File: src/rtl/gpfp_pkg.sv
// Package: register map, field layout, reset values and pin modes
package gpfp_pkg;
  localparam int unsigned PIN_W = 8;
  localparam int unsigned INT_SEL_W = 3;

  localparam logic [31:0] OFS_PORT_VALUE = 32'h800000a0;
  localparam logic [31:0] OFS_PORT_DIRECTION = 32'h800000a4;
  localparam logic [31:0] OFS_PORT_INT_SETUP = 32'h800000a8;
  localparam logic [31:0] OFS_SYSTEM_CONTROL = 32'h800000ac;

  localparam int unsigned INT_SEL_LSB = 0;
  localparam int unsigned INT_POL_BIT = 5;
  localparam int unsigned INT_TRIG_BIT = 6;
  localparam int unsigned INT_EN_BIT = 7;
  localparam int unsigned INT_B_SHIFT = 8;
  localparam logic [15:0] INT_SETUP_MASK = 16'he7e7;

  localparam int unsigned SYSCTL_SEL_LSB = 0;
  localparam int unsigned SYSCTL_ROW_BIT = 3;

  localparam logic [7:0] RST_PORT_VALUE = 8'h00;
  localparam logic [7:0] RST_PORT_DIRECTION = 8'h00;
  localparam logic [15:0] RST_PORT_INT_SETUP = 16'h0000;
  localparam logic [2:0] RST_PIN_FUNCTION = 3'h0;
  localparam logic RST_SLAVE_ROW = 1'b0;

  typedef enum logic [2:0] {
    GPFP_MODE_PIO = 3'b000,
    GPFP_MODE_UART = 3'b001,
    GPFP_MODE_SPI_UART = 3'b010,
    GPFP_MODE_SPI_PULSE = 3'b011,
    GPFP_MODE_MEAS = 3'b100,
    GPFP_MODE_EXTBUS = 3'b101,
    GPFP_MODE_DEBUG = 3'b110,
    GPFP_MODE_PROFILE = 3'b111
  } gpfp_mode_e;
endpackage

File: src/rtl/gpfp_reg_if.sv
// Interface: register access between bus slave and register file
`timescale 1ns/1ps
interface gpfp_reg_if;
  logic [31:0] addr;
  logic [31:0] wdata;
  logic [3:0] be;
  logic wr_en;
  logic [31:0] rdata;

  modport bus (output addr, output wdata, output be, output wr_en,
    input rdata);
  modport regs (input addr, input wdata, input be, input wr_en,
    output rdata);
endinterface

File: src/rtl/gpfp_wb_slave.sv
// Classic Wishbone slave, one wait state, registered read data
`timescale 1ns/1ps
module gpfp_wb_slave
(
  input wire logic clk_i,
  input wire logic rst_i,
  input wire logic [31:0] wb_adr_i,
  input wire logic [31:0] wb_dat_i,
  input wire logic [3:0] wb_sel_i,
  input wire logic wb_we_i,
  input wire logic wb_cyc_i,
  input wire logic wb_stb_i,
  output logic [31:0] wb_dat_o,
  output logic wb_ack_o,
  gpfp_reg_if.bus rif
);
  import gpfp_pkg::*;

  typedef struct packed {
    logic ack;
    logic [31:0] dat;
  } gpfp_wbs_s;

  gpfp_wbs_s s_r;
  gpfp_wbs_s s_nxt;
  logic req;

  assign req = wb_cyc_i & wb_stb_i;
  assign rif.addr = wb_adr_i;
  assign rif.wdata = wb_dat_i;
  assign rif.be = wb_sel_i;
  // Write lands on the edge where the master sees ack
  assign rif.wr_en = s_r.ack & req & wb_we_i;
  assign wb_ack_o = s_r.ack;
  assign wb_dat_o = s_r.dat;

  always_comb
  begin
    s_nxt = s_r;
    s_nxt.ack = req & ~s_r.ack;
    if (req & ~s_r.ack)
    begin
      s_nxt.dat = wb_we_i ? 32'h0000_0000 : rif.rdata;
    end
  end

  always_ff @(posedge clk_i)
  begin
    if (rst_i)
    begin
      s_r <= '0;
    end
    else
    begin
      s_r <= s_nxt;
    end
  end
endmodule

File: src/rtl/gpfp_int_qual.sv
// One port interrupt: pin pick, polarity and level or edge qualifier
`timescale 1ns/1ps
module gpfp_int_qual
#(
  parameter int unsigned PINS = 8,
  parameter int unsigned SEL_W = 3
)
(
  input wire logic clk_i,
  input wire logic rst_i,
  input wire logic [PINS-1:0] pins_i,
  input wire logic enable_i,
  input wire logic edge_i,
  input wire logic active_high_i,
  input wire logic [SEL_W-1:0] pin_sel_i,
  output logic irq_o
);
  import gpfp_pkg::*;

  if (PINS != (1 << SEL_W))
  begin : g_check
    $error("gpfp_int_qual: PINS must equal 2**SEL_W");
  end

  typedef struct packed {
    logic prev;
    logic irq;
  } gpfp_iq_s;

  gpfp_iq_s s_r;
  gpfp_iq_s s_nxt;
  logic active;

  always_comb
  begin
    s_nxt = s_r;
    active = active_high_i ? pins_i[pin_sel_i] : ~pins_i[pin_sel_i];
    s_nxt.prev = active;
    // Edge mode gives a one-cycle pulse on the inactive-to-active step
    s_nxt.irq = enable_i & (edge_i ? (active & ~s_r.prev) : active);
  end

  always_ff @(posedge clk_i)
  begin
    if (rst_i)
    begin
      s_r <= '0;
    end
    else
    begin
      s_r <= s_nxt;
    end
  end

  assign irq_o = s_r.irq;
endmodule

File: src/rtl/gpfp_port.sv
// Top: shared pin function port with parallel I/O registers
`timescale 1ns/1ps
module gpfp_port
(
  input wire logic clk_i,
  input wire logic rst_i,
  input wire logic [31:0] wb_adr_i,
  input wire logic [31:0] wb_dat_i,
  input wire logic [3:0] wb_sel_i,
  input wire logic wb_we_i,
  input wire logic wb_cyc_i,
  input wire logic wb_stb_i,
  output logic [31:0] wb_dat_o,
  output logic wb_ack_o,
  input wire logic [gpfp_pkg::PIN_W-1:0] pin_i,
  output logic [gpfp_pkg::PIN_W-1:0] pin_o,
  output logic [gpfp_pkg::PIN_W-1:0] pin_oe_o,
  input wire logic second_serial_tx_i,
  output logic second_serial_rx_o,
  input wire logic [1:0] serial_master_slave_select_i,
  input wire logic spi_master_mosi_i,
  input wire logic spi_master_clk_i,
  output logic spi_master_miso_o,
  input wire logic spi_slave_miso_i,
  output logic spi_slave_select_low_o,
  output logic spi_slave_mosi_o,
  output logic spi_slave_clk_o,
  input wire logic pulse_valid_i,
  input wire logic time_pulse_i,
  input wire logic acc_int_i,
  input wire logic meas_int_i,
  input wire logic bus_chip_select_three_i,
  output logic bus_ready_low_o,
  output logic bus_exception_low_o,
  input wire logic demodulator_probe_i,
  input wire logic sysbus_ready_probe_i,
  input wire logic onchip_ram_select_probe_i,
  input wire logic scratchpad_select_probe_i,
  input wire logic cpu_error_probe_i,
  input wire logic icache_hit_probe_i,
  input wire logic [3:0] interrupt_probe_i,
  input wire logic int_ack_probe_i,
  input wire logic supervisor_probe_i,
  output logic port_int_a_o,
  output logic port_int_b_o
);
  import gpfp_pkg::*;

  typedef struct packed {
    logic [PIN_W-1:0] value;
    logic [PIN_W-1:0] direction;
    logic [15:0] int_setup;
    logic [2:0] pin_function_select;
    logic slave_row;
    logic [PIN_W-1:0] pin_level;
    logic [PIN_W-1:0] pin_out;
    logic [PIN_W-1:0] pin_oe;
    logic rx;
    logic spi_miso;
    logic spis_ssn;
    logic spis_mosi;
    logic spis_clk;
    logic brdy_n;
    logic bexc_n;
  } gpfp_port_s;

  gpfp_port_s s_r;
  gpfp_port_s s_nxt;
  gpfp_reg_if rif ();
  gpfp_mode_e mode;
  logic [PIN_W-1:0] pio_mask;
  logic [PIN_W-1:0] alt_out;
  logic [PIN_W-1:0] alt_oe;

  // Byte-lane merge used by the value, direction and interrupt setup writes
  function automatic logic [7:0] merge_byte(input logic [7:0] old_v,
    input logic [7:0] new_v, input logic lane);
    merge_byte = lane ? new_v : old_v;
  endfunction

  // Pins left to the parallel port in each function code
  function automatic logic [PIN_W-1:0] pio_pins(input gpfp_mode_e m);
    unique case (m)
      GPFP_MODE_PIO: pio_pins = 8'hff;
      GPFP_MODE_UART: pio_pins = 8'h3f;
      GPFP_MODE_SPI_UART: pio_pins = 8'h01;
      GPFP_MODE_SPI_PULSE: pio_pins = 8'h01;
      GPFP_MODE_MEAS: pio_pins = 8'h03;
      GPFP_MODE_EXTBUS: pio_pins = 8'h03;
      GPFP_MODE_DEBUG: pio_pins = 8'h03;
      GPFP_MODE_PROFILE: pio_pins = 8'h00;
    endcase
  endfunction

  gpfp_wb_slave u_bus (
    .clk_i(clk_i),
    .rst_i(rst_i),
    .wb_adr_i(wb_adr_i),
    .wb_dat_i(wb_dat_i),
    .wb_sel_i(wb_sel_i),
    .wb_we_i(wb_we_i),
    .wb_cyc_i(wb_cyc_i),
    .wb_stb_i(wb_stb_i),
    .wb_dat_o(wb_dat_o),
    .wb_ack_o(wb_ack_o),
    .rif(rif.bus)
  );

  assign mode = gpfp_mode_e'(s_r.pin_function_select);

  // Register read; unmapped addresses read as zero
  always_comb
  begin
    if (rif.addr == OFS_PORT_VALUE)
    begin
      rif.rdata = {24'h000000, s_r.pin_level};
    end
    else if (rif.addr == OFS_PORT_DIRECTION)
    begin
      rif.rdata = {24'h000000, s_r.direction};
    end
    else if (rif.addr == OFS_PORT_INT_SETUP)
    begin
      rif.rdata = {16'h0000, s_r.int_setup};
    end
    else if (rif.addr == OFS_SYSTEM_CONTROL)
    begin
      rif.rdata = {28'h0000000, s_r.slave_row, s_r.pin_function_select};
    end
    else
    begin
      rif.rdata = 32'h0000_0000;
    end
  end

  // Alternate-function drive per pin, by function code
  always_comb
  begin
    alt_out = '0;
    alt_oe = '0;
    unique case (mode)
      GPFP_MODE_PIO:
      begin
        alt_oe = '0;
      end
      GPFP_MODE_UART:
      begin
        alt_out[6] = second_serial_tx_i;
        alt_oe[6] = 1'b1;
      end
      GPFP_MODE_SPI_UART, GPFP_MODE_SPI_PULSE:
      begin
        if (s_r.slave_row)
        begin
          // Slave row: select, mosi and clock are inputs; pin 2 idle
          alt_out[4] = spi_slave_miso_i;
          alt_oe[4] = 1'b1;
          alt_out[6] = second_serial_tx_i;
          alt_oe[6] = 1'b1;
        end
        else
        begin
          alt_out[2:1] = serial_master_slave_select_i;
          alt_out[4] = spi_master_mosi_i;
          alt_out[5] = spi_master_clk_i;
          // Pin 3 stays an input: it carries the master's receive line
          alt_oe[5:1] = 5'b11011;
          if (mode == GPFP_MODE_SPI_PULSE)
          begin
            alt_out[6] = pulse_valid_i;
            alt_out[7] = time_pulse_i;
            alt_oe[7:6] = 2'b11;
          end
          else
          begin
            alt_out[6] = second_serial_tx_i;
            alt_oe[6] = 1'b1;
          end
        end
      end
      GPFP_MODE_MEAS:
      begin
        alt_out[5:2] = {time_pulse_i, pulse_valid_i, meas_int_i,
          acc_int_i};
        alt_oe[5:2] = 4'hf;
        alt_out[6] = second_serial_tx_i;
        alt_oe[6] = 1'b1;
      end
      GPFP_MODE_EXTBUS:
      begin
        alt_out[2] = bus_chip_select_three_i;
        alt_oe[2] = 1'b1;
        alt_out[5] = time_pulse_i;
        alt_oe[5] = 1'b1;
        alt_out[6] = second_serial_tx_i;
        alt_oe[6] = 1'b1;
      end
      GPFP_MODE_DEBUG:
      begin
        alt_out[7:2] = {icache_hit_probe_i, cpu_error_probe_i,
          scratchpad_select_probe_i, onchip_ram_select_probe_i,
          sysbus_ready_probe_i, demodulator_probe_i};
        alt_oe[7:2] = 6'h3f;
      end
      GPFP_MODE_PROFILE:
      begin
        alt_out = {acc_int_i, supervisor_probe_i, int_ack_probe_i,
          meas_int_i, interrupt_probe_i};
        alt_oe = 8'hff;
      end
    endcase
  end

  always_comb
  begin
    s_nxt = s_r;
    pio_mask = pio_pins(mode);
    s_nxt.pin_level = pin_i;

    if (rif.wr_en)
    begin
      if (rif.addr == OFS_PORT_VALUE)
      begin
        s_nxt.value = merge_byte(s_r.value, rif.wdata[7:0], rif.be[0]);
      end
      if (rif.addr == OFS_PORT_DIRECTION)
      begin
        s_nxt.direction = merge_byte(s_r.direction, rif.wdata[7:0],
          rif.be[0]);
      end
      if (rif.addr == OFS_PORT_INT_SETUP)
      begin
        s_nxt.int_setup[7:0] = merge_byte(s_r.int_setup[7:0],
          rif.wdata[7:0] & INT_SETUP_MASK[7:0], rif.be[0]);
        s_nxt.int_setup[15:8] = merge_byte(s_r.int_setup[15:8],
          rif.wdata[15:8] & INT_SETUP_MASK[15:8], rif.be[1]);
      end
      if ((rif.addr == OFS_SYSTEM_CONTROL) && rif.be[0])
      begin
        s_nxt.pin_function_select =
          rif.wdata[SYSCTL_SEL_LSB +: 3];
        s_nxt.slave_row = rif.wdata[SYSCTL_ROW_BIT];
      end
    end

    // Port bits only reach pins the current code leaves to the port
    s_nxt.pin_out = (s_r.value & pio_mask) | (alt_out & ~pio_mask);
    s_nxt.pin_oe = (s_r.direction & pio_mask) |
      (alt_oe & ~pio_mask);

    // Alternate inputs sit at their idle level unless routed
    s_nxt.rx = 1'b1;
    s_nxt.spi_miso = 1'b0;
    s_nxt.spis_ssn = 1'b1;
    s_nxt.spis_mosi = 1'b0;
    s_nxt.spis_clk = 1'b0;
    s_nxt.brdy_n = 1'b1;
    s_nxt.bexc_n = 1'b1;
    if ((mode != GPFP_MODE_PIO) && (mode != GPFP_MODE_PROFILE) &&
      (mode != GPFP_MODE_DEBUG))
    begin
      if (!((mode == GPFP_MODE_SPI_PULSE) && !s_r.slave_row))
      begin
        s_nxt.rx = pin_i[7];
      end
    end
    if ((mode == GPFP_MODE_SPI_UART) || (mode == GPFP_MODE_SPI_PULSE))
    begin
      if (s_r.slave_row)
      begin
        s_nxt.spis_ssn = pin_i[1];
        s_nxt.spis_mosi = pin_i[3];
        s_nxt.spis_clk = pin_i[5];
      end
      else
      begin
        s_nxt.spi_miso = pin_i[3];
      end
    end
    if (mode == GPFP_MODE_EXTBUS)
    begin
      s_nxt.brdy_n = pin_i[3];
      s_nxt.bexc_n = pin_i[4];
    end
  end

  always_ff @(posedge clk_i)
  begin
    if (rst_i)
    begin
      s_r.value <= RST_PORT_VALUE;
      s_r.direction <= RST_PORT_DIRECTION;
      s_r.int_setup <= RST_PORT_INT_SETUP;
      s_r.pin_function_select <= RST_PIN_FUNCTION;
      s_r.slave_row <= RST_SLAVE_ROW;
      s_r.pin_level <= '0;
      s_r.pin_out <= '0;
      s_r.pin_oe <= '0;
      s_r.rx <= 1'b1;
      s_r.spi_miso <= 1'b0;
      s_r.spis_ssn <= 1'b1;
      s_r.spis_mosi <= 1'b0;
      s_r.spis_clk <= 1'b0;
      s_r.brdy_n <= 1'b1;
      s_r.bexc_n <= 1'b1;
    end
    else
    begin
      s_r <= s_nxt;
    end
  end

  // Sources sample registered pin levels, so two cycles of latency from pin to interrupt
  gpfp_int_qual #(.PINS(PIN_W), .SEL_W(INT_SEL_W)) u_int_a (
    .clk_i(clk_i),
    .rst_i(rst_i),
    .pins_i(s_r.pin_level),
    .enable_i(s_r.int_setup[INT_EN_BIT]),
    .edge_i(s_r.int_setup[INT_TRIG_BIT]),
    .active_high_i(s_r.int_setup[INT_POL_BIT]),
    .pin_sel_i(s_r.int_setup[INT_SEL_LSB +: INT_SEL_W]),
    .irq_o(port_int_a_o)
  );

  gpfp_int_qual #(.PINS(PIN_W), .SEL_W(INT_SEL_W)) u_int_b (
    .clk_i(clk_i),
    .rst_i(rst_i),
    .pins_i(s_r.pin_level),
    .enable_i(s_r.int_setup[INT_B_SHIFT + INT_EN_BIT]),
    .edge_i(s_r.int_setup[INT_B_SHIFT + INT_TRIG_BIT]),
    .active_high_i(s_r.int_setup[INT_B_SHIFT + INT_POL_BIT]),
    .pin_sel_i(s_r.int_setup[INT_B_SHIFT + INT_SEL_LSB +: INT_SEL_W]),
    .irq_o(port_int_b_o)
  );

  assign pin_o = s_r.pin_out;
  assign pin_oe_o = s_r.pin_oe;
  assign second_serial_rx_o = s_r.rx;
  assign spi_master_miso_o = s_r.spi_miso;
  assign spi_slave_select_low_o = s_r.spis_ssn;
  assign spi_slave_mosi_o = s_r.spis_mosi;
  assign spi_slave_clk_o = s_r.spis_clk;
  assign bus_ready_low_o = s_r.brdy_n;
  assign bus_exception_low_o = s_r.bexc_n;
endmodule

File: config.mk
export PLATFORM = sky130hd
export DESIGN_NAME = gpfp_port
export DESIGN_NICKNAME = d
export VERILOG_FILES = /design/src/rtl/gpfp_pkg.sv /design/src/rtl/gpfp_reg_if.sv /design/src/rtl/gpfp_wb_slave.sv /design/src/rtl/gpfp_int_qual.sv /design/src/rtl/gpfp_port.sv
export SDC_FILE = /design/constraint.sdc
export NUM_CORES = 1
export LEC_CHECK = 0
export BUFFER_PORTS_ARGS = -buffer_cell sky130_fd_sc_hd__buf_4
export CORE_UTILIZATION = 30
export CTS_CLUSTER_SIZE = 30
export DETAILED_ROUTE_END_ITERATION = 8
export SETUP_SLACK_MARGIN = 0.3
export SLEW_MARGIN = 20
export SYNTH_ARGS = -nofsm -noshare
export SYNTH_HDL_FRONTEND = slang
export SYNTH_HIERARCHICAL = 1
export SYNTH_SLANG_ARGS = --single-unit
File: constraint.sdc
create_clock -name clk_i -period 4.6 [get_ports clk_i]
set_input_delay 1.38 -clock clk_i [delete_from_list [all_inputs] [get_ports clk_i]]
set_output_delay 1.38 -clock clk_i [all_outputs]
set_load 0.01 [all_outputs]
==> results of run 1 <==
power groups by stage:
stage	Sequential, mW	Combinational (mW)	Clock (mW)
final	0.916	0.162	0.741
after CTS	0.916	0.164	0.769
after global placement	0.938	0.163	0
after global routing	0.918	0.177	0.799
after floorplan	0.938	0.116	0
after detailed placement	0.938	0.164	0
layout make-up:
type	count	area, sq um	share of cell area
Multi-Input combinational cell	376	2800	0.427
Sequential cell	104	2080	0.318
Timing Repair Buffer	144	1080	0.165
Tap cell	229	287	0.0438
Clock buffer	11	243	0.0371
Clock inverter	5	40.0	0.00611
Inverter	5	18.8	0.00287
worst register-to-register path, stage by stage, from the launching register on:
cell,delay [ns]
dfxtp_1,0.34
and4_1,0.27
nand2_1,0.21
nor3_1,0.51
nand3_2,0.35
mux2i_1,0.25
nor2_1,0.05
registers in the layout, indices dropped and copies added (netlist names), 3 cells and up:
signal          flops
mode                3
pin_o               8
pin_oe_o            8
pio_mask            4
s_r                37
u_bus/wb_dat_o     32
per-layer routing:
metal  wire, um  global-route usage
met2       6020               0.215
met5          0                   0
met3        744              0.0412
met4         82              0.0366
met1       5950               0.188
metrics by stage:
| stage | worst slack [ns] | utilization |
|---|---|---|
| 4_1_cts | 1.44 | 0.365 |
| 3_5_place_dp | 1.07 | 0.349 |
| 5_1_grt | 1.29 | 0.365 |
| 3_3_place_gp | 1.08 | 0.349 |
| 6_report | 1.45 | 0.365 |
| 2_1_floorplan | 1.52 | - |
cell usage in the layout (no fill, tap or decap), types with 3 or more instances in the layout:
master	n
buf_4	144
dfxtp_1	104
mux2i_1	71
nor2_1	61
nand2b_1	34
or3b_1	32
a21oi_1	23
nor2b_1	20
conb_1	18
nand2_1	16
nor3_1	11
nand3_1	11
and3_1	9
clkbuf_16	9
mux2_2	7
nor4_4	6
mux4_2	6
o21ai_0	6
inv_1	5
nor3b_1	5
nor4b_4	3
and2_1	3
or4_1	3
clkinvlp_4	3
worst min path at each step:
| stage | from | to | depth (start not counted) |
|---|---|---|---|
| 6_report | s_r[64]$_SDFFE_PP0P_ | s_r[64]$_SDFFE_PP0P_ | 2 |
| 5_1_grt | u_bus/wb_dat_o[18]$_SDFFE_PP0P_ | u_bus/wb_dat_o[18]$_SDFFE_PP0P_ | 2 |
| 4_1_cts | s_r[64]$_SDFFE_PP0P_ | s_r[64]$_SDFFE_PP0P_ | 2 |
| 3_5_place_dp | s_r[64]$_SDFFE_PP0P_ | s_r[64]$_SDFFE_PP0P_ | 2 |
| 3_3_place_gp | s_r[64]$_SDFFE_PP0P_ | s_r[64]$_SDFFE_PP0P_ | 2 |
| 2_1_floorplan | s_r[64]$_SDFFE_PP0P_ | s_r[64]$_SDFFE_PP0P_ | 2 |
==> qor.csv, run 1 <==
stage;metric;value;unit
run_status;status;finished clean;
floorplan;Cell Rows;49;
power;Sw Ratio;0.238;
drt;DRC Markers;0;
floorplan;Die Width;137;um
clock_tree;# H-tree levels;3;
drt;Total Wirelength;12800;um
critical_path;CP Launch Type;primary input;
min_path;worst min path class;flop to flop;
critical_path;Crit. End Element;flop;
critical_path;critical path capture point;s_r[65]$_SDFFE_PP0P_;
timing;Max-Slew Margin vs Limit;0.334;
timing;measured slew at the worst slew-check pin;0.999;ns
layout;layout cells sized above 1;0.295;
critical_path;critical path class;primary input to flop;
drt;Vias;3965;
power;sequential share of power;0.504;
logic_synthesis;post-synthesis cell area;0.00551;sq mm
drt;initial DRC count;171;
power;total power draw;1.82;mW
job;Max Cap Viol;0;
timing;Period minus WS final;3.15;ns
critical_path;Bufs and invs on worst path;1;
power;Max IR drop VDD;0.196;mV
timing;Slew Limit Fails;0;
clock_tree;CTS Buf Count;9;
layout;ANT cells;0;
power;switching power;433;uW
critical_path;CP Data Required Time;4.81;ns
layout;Final nets;744;
clock_tree;CTS clock-pin slew for the worst setup and hold paths;0.07;ns
critical_path;CP startpoint;wb_we_i;
layout;post-route insts no fill;874;
clock_tree;hold-fix buffers at CTS;0;
drt;DRT antenna net count;0;
drt;drt pass-1 iters;4;
timing;Final setup viols;0;
global_routing;first-pass GRT wire length;19900;um
floorplan;die height;137;um
power;Pint;1.39;mW
power;Comb pwr share;0.089;
place;Port Buffers;141;
logic_synthesis;YS warnings;6;
timing;Tcrit/Tclk final;0.684;
floorplan;# IOs;162;
power;leakage;2.64;nW
place;DP Area;0.00627;sq mm
floorplan;Die ar.;0.0189;sq mm
floorplan;core area;0.0180;sq mm
global_routing;Overall Global Routing Usage;0.139;
clock_tree;Worst-Skew Late Latency;0.35;ns
timing;Max Freq;318;MHz
critical_path;family with the most delay on the worst path;simple AND/OR/NAND/NOR gates;
critical_path;reg2reg path depth;6;
global_routing;vias in the first global route;3647;
critical_path;worst r2r src;u_bus/wb_ack_o$_SDFF_PP0_;
place;Routability Congestion;0.753;
layout;Area growth syn-to-layout;18.9;%
critical_path;slowest CP cell;nor3_1;
global_routing;pin count of the biggest net entering global routing;114;
timing;hold_ws;0.457;ns
critical_path;Critical R2R Capture;s_r[65]$_SDFFE_PP0P_;
floorplan;initial core utilization;0.307;
global_routing;initial antenna violation count;0;
critical_path;crit-path cells;buf_4 > and4_1 > nand2_1 > nor3_1 > nand3_2 > mux2i_1 > nor2_1;
power;clock network power share;0.407;
critical_path;WP depth;7;
logic_synthesis;syn_area_per_cell;9.70;sq um
clock_tree;CTS tree;built;
layout;post-route cell area;0.00655;sq mm
timing;Setup TNS Final;0;ns
layout;Fill cells;1865;
drt;Routed WL per cell;14.6;um
clock_tree;clk sinks;104;
timing;final hold vios;0;
logic_synthesis;Synth Instances;568;
clock_tree;PostCTS Resize Cnt;0;
clock_tree;root buf cell;clkbuf_16;
power;pwr/cell area;278;mW/mm^2
critical_path;WP data arrival;3.36;ns
clock_tree;Setup Buffers After CTS;0;
critical_path;flop2flop setup slack;2.48;ns
timing;RSZ-0062 raised after global routing;no;
critical_path;crit path max fanout;33;
critical_path;max incr delay on CP;0.51;ns
place;DP Cell Count;858;
clock_tree;Clock Path Buffers;2;
timing;Worst Skew;0.00982;ns
place;DP HPWL;9270;um
global_routing;gr ovfl total;0;
drt;Vias/cell;4.54;
Power figures use the tool's default switching activity.
==> run 2: changes to the inputs <==
clock period = 3.1 ns   (was 4.6 ns; I/O delays follow)
==> run 2 against run 1 <==
Sequential share of layout area fell by 0.49 points. Register-to-register slack got worse by 1.4 ns. Routed wire length rose by 0.84%. Clock skew fell by 0.0018 ns. Critical path depth did not move. Hold slack improved by 0.0031 ns. Die area did not move. Sequential power rose by 48%. Combinational power rose by 51%. Global-route usage rose by 0.19 points. Core utilization rose by 0.57 points. Highest routed layer unchanged.
==> qor.csv, run 2 (synthesis results as in run 1) <==
stage;metric;value;unit;change
layout;Area growth syn-to-layout;20.8;%;was 18.9%
power;Max IR drop VDD;0.297;mV;was 0.196 mV
clock_tree;PostCTS Resize Cnt;0;;unchanged
timing;Worst Skew;0.00802;ns;was 0.00982 ns
clock_tree;hold-fix buffers at CTS;0;;unchanged
clock_tree;CTS clock-pin slew for the worst setup and hold paths;0.07;ns;about the same
layout;Final nets;751;;was 744
place;DP HPWL;9370;um;was 9270 um
critical_path;crit path max fanout;6;;was 33
place;DP Cell Count;865;;was 858
global_routing;Overall Global Routing Usage;0.141;;was 0.139
clock_tree;CTS Buf Count;9;;unchanged
floorplan;initial core utilization;0.307;;unchanged
min_path;hold_sp;s_r[66]$_SDFFE_PP0P_;;was s_r[64]$_SDFFE_PP0P_
layout;most frequent cells in the layout;buf_4, dfxtp_1, mux2i_1;;unchanged
clock_tree;Setup Buffers After CTS;0;;unchanged
floorplan;die height;137;um;unchanged
clock_tree;CTS tree;built;;unchanged
timing;Max Freq;400;MHz;
clock_tree;clk sinks;104;;unchanged
critical_path;CP Launch Type;primary input;;unchanged
drt;DRC Markers;0;;unchanged
layout;ANT cells;0;;unchanged
power;pwr/cell area;427;mW/mm^2;was 278 mW/mm^2
floorplan;Die Width;137;um;unchanged
place;Port Buffers;141;;unchanged
layout;post-route insts no fill;881;;was 874
layout;layout cells sized above 1;0.302;;was 0.295
timing;Slew Limit Fails;0;;unchanged
critical_path;CP Data Required Time;3.38;ns;was 4.81 ns
job;Max Cap Viol;0;;unchanged
critical_path;CP startpoint;wb_adr_i[20];;was wb_we_i
timing;Final setup viols;0;;unchanged
clock_tree;Clock Path Buffers;2;;unchanged
timing;Period minus WS final;2.50;ns;
drt;initial DRC count;283;;was 171
drt;drt pass-1 iters;4;;unchanged
layout;max reg flops;37;;unchanged
critical_path;critical path class;primary input to flop;;unchanged
clock_tree;# H-tree levels;3;;unchanged
timing;Setup TNS Final;0;ns;unchanged
floorplan;# IOs;162;;unchanged
drt;Total Wirelength;12900;um;was 12800 um
drt;DRT antenna net count;0;;unchanged
clock_tree;root buf cell;clkbuf_16;;unchanged
place;Routability Congestion;0.767;;was 0.753
min_path;worst min path class;flop to flop;;unchanged
floorplan;core area;0.0180;sq mm;unchanged
global_routing;initial antenna violation count;0;;unchanged
global_routing;vias in the first global route;3745;;was 3647
drt;Routed WL per cell;14.6;um;about the same
critical_path;worst r2r src;mode[2]$_SDFFE_PP0N_;;was u_bus/wb_ack_o$_SDFF_PP0_
floorplan;Die ar.;0.0189;sq mm;unchanged
layout;most common cell after layout, fill and taps aside;buf_4;;unchanged
global_routing;gr ovfl total;0;;unchanged
timing;Tcrit/Tclk final;0.806;;
critical_path;Crit. End Element;flop;;unchanged
drt;Vias;3940;;was 3965
global_routing;first-pass GRT wire length;20200;um;was 19900 um
power;leakage;2.70;nW;was 2.64 nW
layout;most flop-heavy register;s_r;;unchanged
floorplan;Cell Rows;49;;unchanged
timing;Max-Slew Margin vs Limit;0.328;;was 0.334
run_status;status;finished clean;;unchanged
drt;Vias/cell;4.47;;was 4.54
timing;measured slew at the worst slew-check pin;1.01;ns;was 0.999 ns
clock_tree;Worst-Skew Late Latency;0.35;ns;about the same
critical_path;WP data arrival;2.78;ns;was 3.36 ns
global_routing;pin count of the biggest net entering global routing;117;;was 114
timing;final hold vios;0;;unchanged
timing;RSZ-0062 raised after global routing;no;;unchanged
-- run 2: path summary, 6_finish.rpt --
check | slack, ns | depth (start not counted) | to
hold / removal | 0.46 | 2 | s_r[66]$_SDFFE_PP0P_
setup / recovery | 0.60 | 7 | u_bus/wb_dat_o[4]$_SDFFE_PP0P_
hold reg to reg | 0.46 | 2 | s_r[66]$_SDFFE_PP0P_
setup reg to reg | 1.13 | 4 | u_bus/wb_dat_o[2]$_SDFFE_PP0P_
-- run 2: layer usage --
metal | GRT usage | vias up | part of all wire
li1 | - | 2040 | -
met3 | 0.0438 | 7 | 0.061
met1 | 0.191 | 1792 | 0.48
met5 | 0 | - | 0
met2 | 0.216 | 101 | 0.45
met4 | 0.0366 | 0 | 0.0085
-- run 2: cell type report --
| class | instances | area [sq um] |
|---|---|---|
| Multi-Input combinational cell | 376 | 2800 |
| Fill cell | 1839 | 11300 |
| Sequential cell | 104 | 2080 |
| Timing Repair Buffer | 151 | 1150 |
| Clock buffer | 10 | 229 |
| Tap cell | 229 | 287 |
| Clock inverter | 6 | 91.3 |
| Inverter | 5 | 18.8 |
-- run 2: stage by stage --
stage | utilization | power [mW] | setup WS (ns) | cell area, sq um | hold WS [ns]
floorplan | - | 1.56 | 0.467 | 5570 | 0.432
global placement | 0.352 | 1.64 | 0.261 | 6330 | 0.445
detailed placement | 0.352 | 1.64 | 0.234 | 6330 | 0.449
CTS | 0.370 | 2.89 | 0.617 | 6650 | 0.458
global route | 0.370 | 2.96 | 0.560 | 6650 | 0.484
finish | 0.370 | 2.84 | 0.602 | 6650 | 0.460
-- run 2: critical path, stage by stage --
cell,delay (ns)
buf_4,0.12
nor4_4,0.34
and4_1,0.41
nand2_1,0.21
nor3_1,0.28
or3b_1,0.37
mux2i_1,0.12
-- run 2: report_power, final --
group          switching, mW  total, mW  internal, mW
sequential            0.0105       1.36          1.35
clock                  0.524       1.24         0.711
combinational          0.109      0.244         0.135
total                  0.644       2.84          2.20
==> run 3: changes to the inputs <==
ABC_AREA = 1   (was default)
clock period = 2.4 ns   (was 3.1 ns; I/O delays follow)
==> run 3 against run 2 <==
Count of clock-buffer cells in the layout is the same. Total power grew 30%. Global-route usage grew 0.71 points. Non-clock buffer count grew 2. Critical path depth grew 8. Critical path type unchanged. Final cell count grew 38%. Largest cell class unchanged. Highest routed layer unchanged. First-iteration DRC count shrank 31%. Design area grew 4.2%.
==> qor.csv, run 3 <==
stage;metric;value;unit;change
place;DP HPWL;10700;um;was 9370 um
critical_path;slowest CP cell;nor2_1;;was and4_1
timing;Max Freq;518;MHz;
clock_tree;Clock Path Buffers;2;;unchanged
logic_synthesis;Synth Instances;890;;was 568
clock_tree;root buf cell;clkbuf_16;;unchanged
floorplan;die height;140;um;was 137 um
job;Max Cap Viol;0;;unchanged
floorplan;initial core utilization;0.305;;was 0.307
timing;RSZ-0062 raised after global routing;no;;unchanged
place;DP Area;0.00662;sq mm;was 0.00633 sq mm
critical_path;family with the most delay on the worst path;simple AND/OR/NAND/NOR gates;;unchanged
clock_tree;hold-fix buffers at CTS;0;;unchanged
layout;most common cell after layout, fill and taps aside;nor2_1;;was buf_4
min_path;hold_sp;s_r[56]$_SDFFE_PP0P_;;was s_r[66]$_SDFFE_PP0P_
layout;Final Core Density;0.371;;was 0.370
critical_path;CP Launch Type;primary input;;unchanged
critical_path;crit-path cells;buf_4 > nor2_2 > nand3_1 > nor2_1 > nand2_4 > nor2_8 > buf_4 > a21oi_1 > o21ai_1 > nand2_1 > nand2_1 > inv_1 > nor2_1 > nor2_1 > nor2_1;;was buf_4 > nor4_4 > and4_1 > nand2_1 > nor3_1 > or3b_1 > mux2i_1
timing;final hold vios;0;;unchanged
critical_path;Bufs and invs on worst path;3;;was 1
logic_synthesis;syn_area_per_cell;6.41;sq um;was 9.70 sq um
critical_path;Crit. End Element;flop;;unchanged
clock_tree;Worst-Skew Late Latency;0.36;ns;was 0.35 ns
critical_path;CP startpoint;wb_adr_i[1];;was wb_adr_i[20]
critical_path;max incr delay on CP;0.17;ns;was 0.41 ns
floorplan;Die Width;140;um;was 137 um
floorplan;Cell Rows;50;;was 49
logic_synthesis;post-synthesis cell area;0.00571;sq mm;was 0.00551 sq mm
critical_path;WP data arrival;2.23;ns;was 2.78 ns
clock_tree;CTS clock-pin slew for the worst setup and hold paths;0.08;ns;was 0.07 ns
layout;most flop-heavy register;s_r;;unchanged
drt;Total Wirelength;14100;um;was 12900 um
timing;hold_ws;0.459;ns;was 0.460 ns
timing;Final setup viols;0;;unchanged
floorplan;Die ar.;0.0196;sq mm;was 0.0189 sq mm
logic_synthesis;YS warnings;6;;unchanged
floorplan;# IOs;162;;unchanged
floorplan;core area;0.0187;sq mm;was 0.0180 sq mm
run_status;status;finished clean;;unchanged
global_routing;first-pass GRT wire length;22900;um;was 20200 um
critical_path;worst r2r src;u_bus/wb_ack_o$_SDFF_PP0_;;was mode[2]$_SDFFE_PP0N_
critical_path;CP Data Required Time;2.70;ns;was 3.38 ns
clock_tree;clk sinks;104;;unchanged
place;pre-CTS setup slack;0.0481;ns;was 0.234 ns
layout;layout cells sized above 1;0.223;;was 0.302
power;total power draw;3.68;mW;was 2.84 mW
place;Routability Congestion;0.842;;was 0.767
drt;Routed WL per cell;11.6;um;was 14.6 um
global_routing;vias in the first global route;4687;;was 3745
critical_path;critical path class;primary input to flop;;unchanged
drt;Vias/cell;4.15;;was 4.47
global_routing;pin count of the biggest net entering global routing;66;;was 117
layout;post-route insts no fill;1220;;was 881
layout;post-route cell area;0.00693;sq mm;was 0.00665 sq mm
layout;Area growth syn-to-layout;21.4;%;was 20.8%
place;Port Buffers;141;;unchanged
global_routing;Overall Global Routing Usage;0.148;;was 0.141
drt;drt pass-1 iters;5;;was 4
critical_path;crit path max fanout;6;;unchanged
power;leakage;3.39;nW;was 2.70 nW
drt;DRC Markers;0;;unchanged
layout;max reg flops;37;;unchanged
clock_tree;CTS Buf Count;9;;unchanged
min_path;worst min path class;flop to flop;;unchanged
timing;Worst Skew;0.0133;ns;was 0.00802 ns
critical_path;Top cell by count, worst path;nor2_1;;
drt;DRT antenna net count;0;;unchanged
clock_tree;CTS tree;built;;unchanged
power;Max IR drop VDD;0.366;mV;was 0.297 mV
drt;initial DRC count;194;;was 283
layout;most frequent cells in the layout;nor2_1, nand2_1, buf_4;;was buf_4, dfxtp_1, mux2i_1
clock_tree;# H-tree levels;3;;unchanged
layout;ANT cells;0;;unchanged
global_routing;initial antenna violation count;0;;unchanged
timing;Slew Limit Fails;0;;unchanged
layout;Final nets;1085;;was 751
timing;Period minus WS final;1.93;ns;
global_routing;gr ovfl total;0;;unchanged
timing;Worst Setup Slack, final;0.470;ns;was 0.602 ns
timing;Tcrit/Tclk final;0.804;;
power;pwr/cell area;531;mW/mm^2;was 427 mW/mm^2
timing;Setup TNS Final;0;ns;unchanged
place;DP Cell Count;1204;;was 865
drt;Vias;5063;;was 3940
## run 3: cell types whose count changed in the layout (fill, tap and decap cells not counted), sizes merged, moves of 32 or more
cell    previous run  this run
or3b              32         0
o21ai              6        40
nand2             16       190
nor2              61       203
nand2b            34         0
inv                6       151
mux2i             71         0
## run 3: final timing paths
| check | end | slack [ns] | cells past startpoint |
|---|---|---|---|
| worst max-delay path | u_bus/wb_dat_o[2]$_SDFFE_PP0P_ | 0.47 | 15 |
| worst min-delay path | pin_oe_o[5]$_SDFF_PP0_ | 0.46 | 2 |
| worst max register to register | pio_mask[6]$_SDFF_PP0_ | 0.71 | 9 |
| worst min register to register | pin_oe_o[5]$_SDFF_PP0_ | 0.46 | 2 |
## run 3: worst min-delay path, cell delays in order (launching register included)
cell,delay [ns]
dfxtp_1,0.32
nand2_1,0.05
a21oi_1,0.05
## run 3: repair_timing
action / CTS / global route
buffers inserted: 0 / 0
gates resized for setup: 0 / 5
endpoints found under the setup margin: 0 / 3
## run 3: layout make-up
class,count,area (sq um)
Fill cell,2004,11800
Multi-Input combinational cell,555,2500
Sequential cell,104,2080
Timing Repair Buffer,153,1160
Inverter,158,596
Tap cell,234,293
Clock buffer,10,239
Clock inverter,6,57.6
## run 3: power by group
part	internal [mW]	switching, mW	leakage [nW]
Combinational	0.199	0.213	2.40
Clock	0.757	0.719	0.147
Sequential	1.77	0.0255	0.846
Total	2.72	0.958	3.39
## run 3: metal layers
metal | global-route usage | part of all wire | up-vias
met1 | 0.186 | 0.46 | 2152
met4 | 0.0416 | 0.016 | 0
met3 | 0.0462 | 0.052 | 15
met2 | 0.245 | 0.47 | 131
met5 | 0 | 0 | -
li1 | - | - | 2765
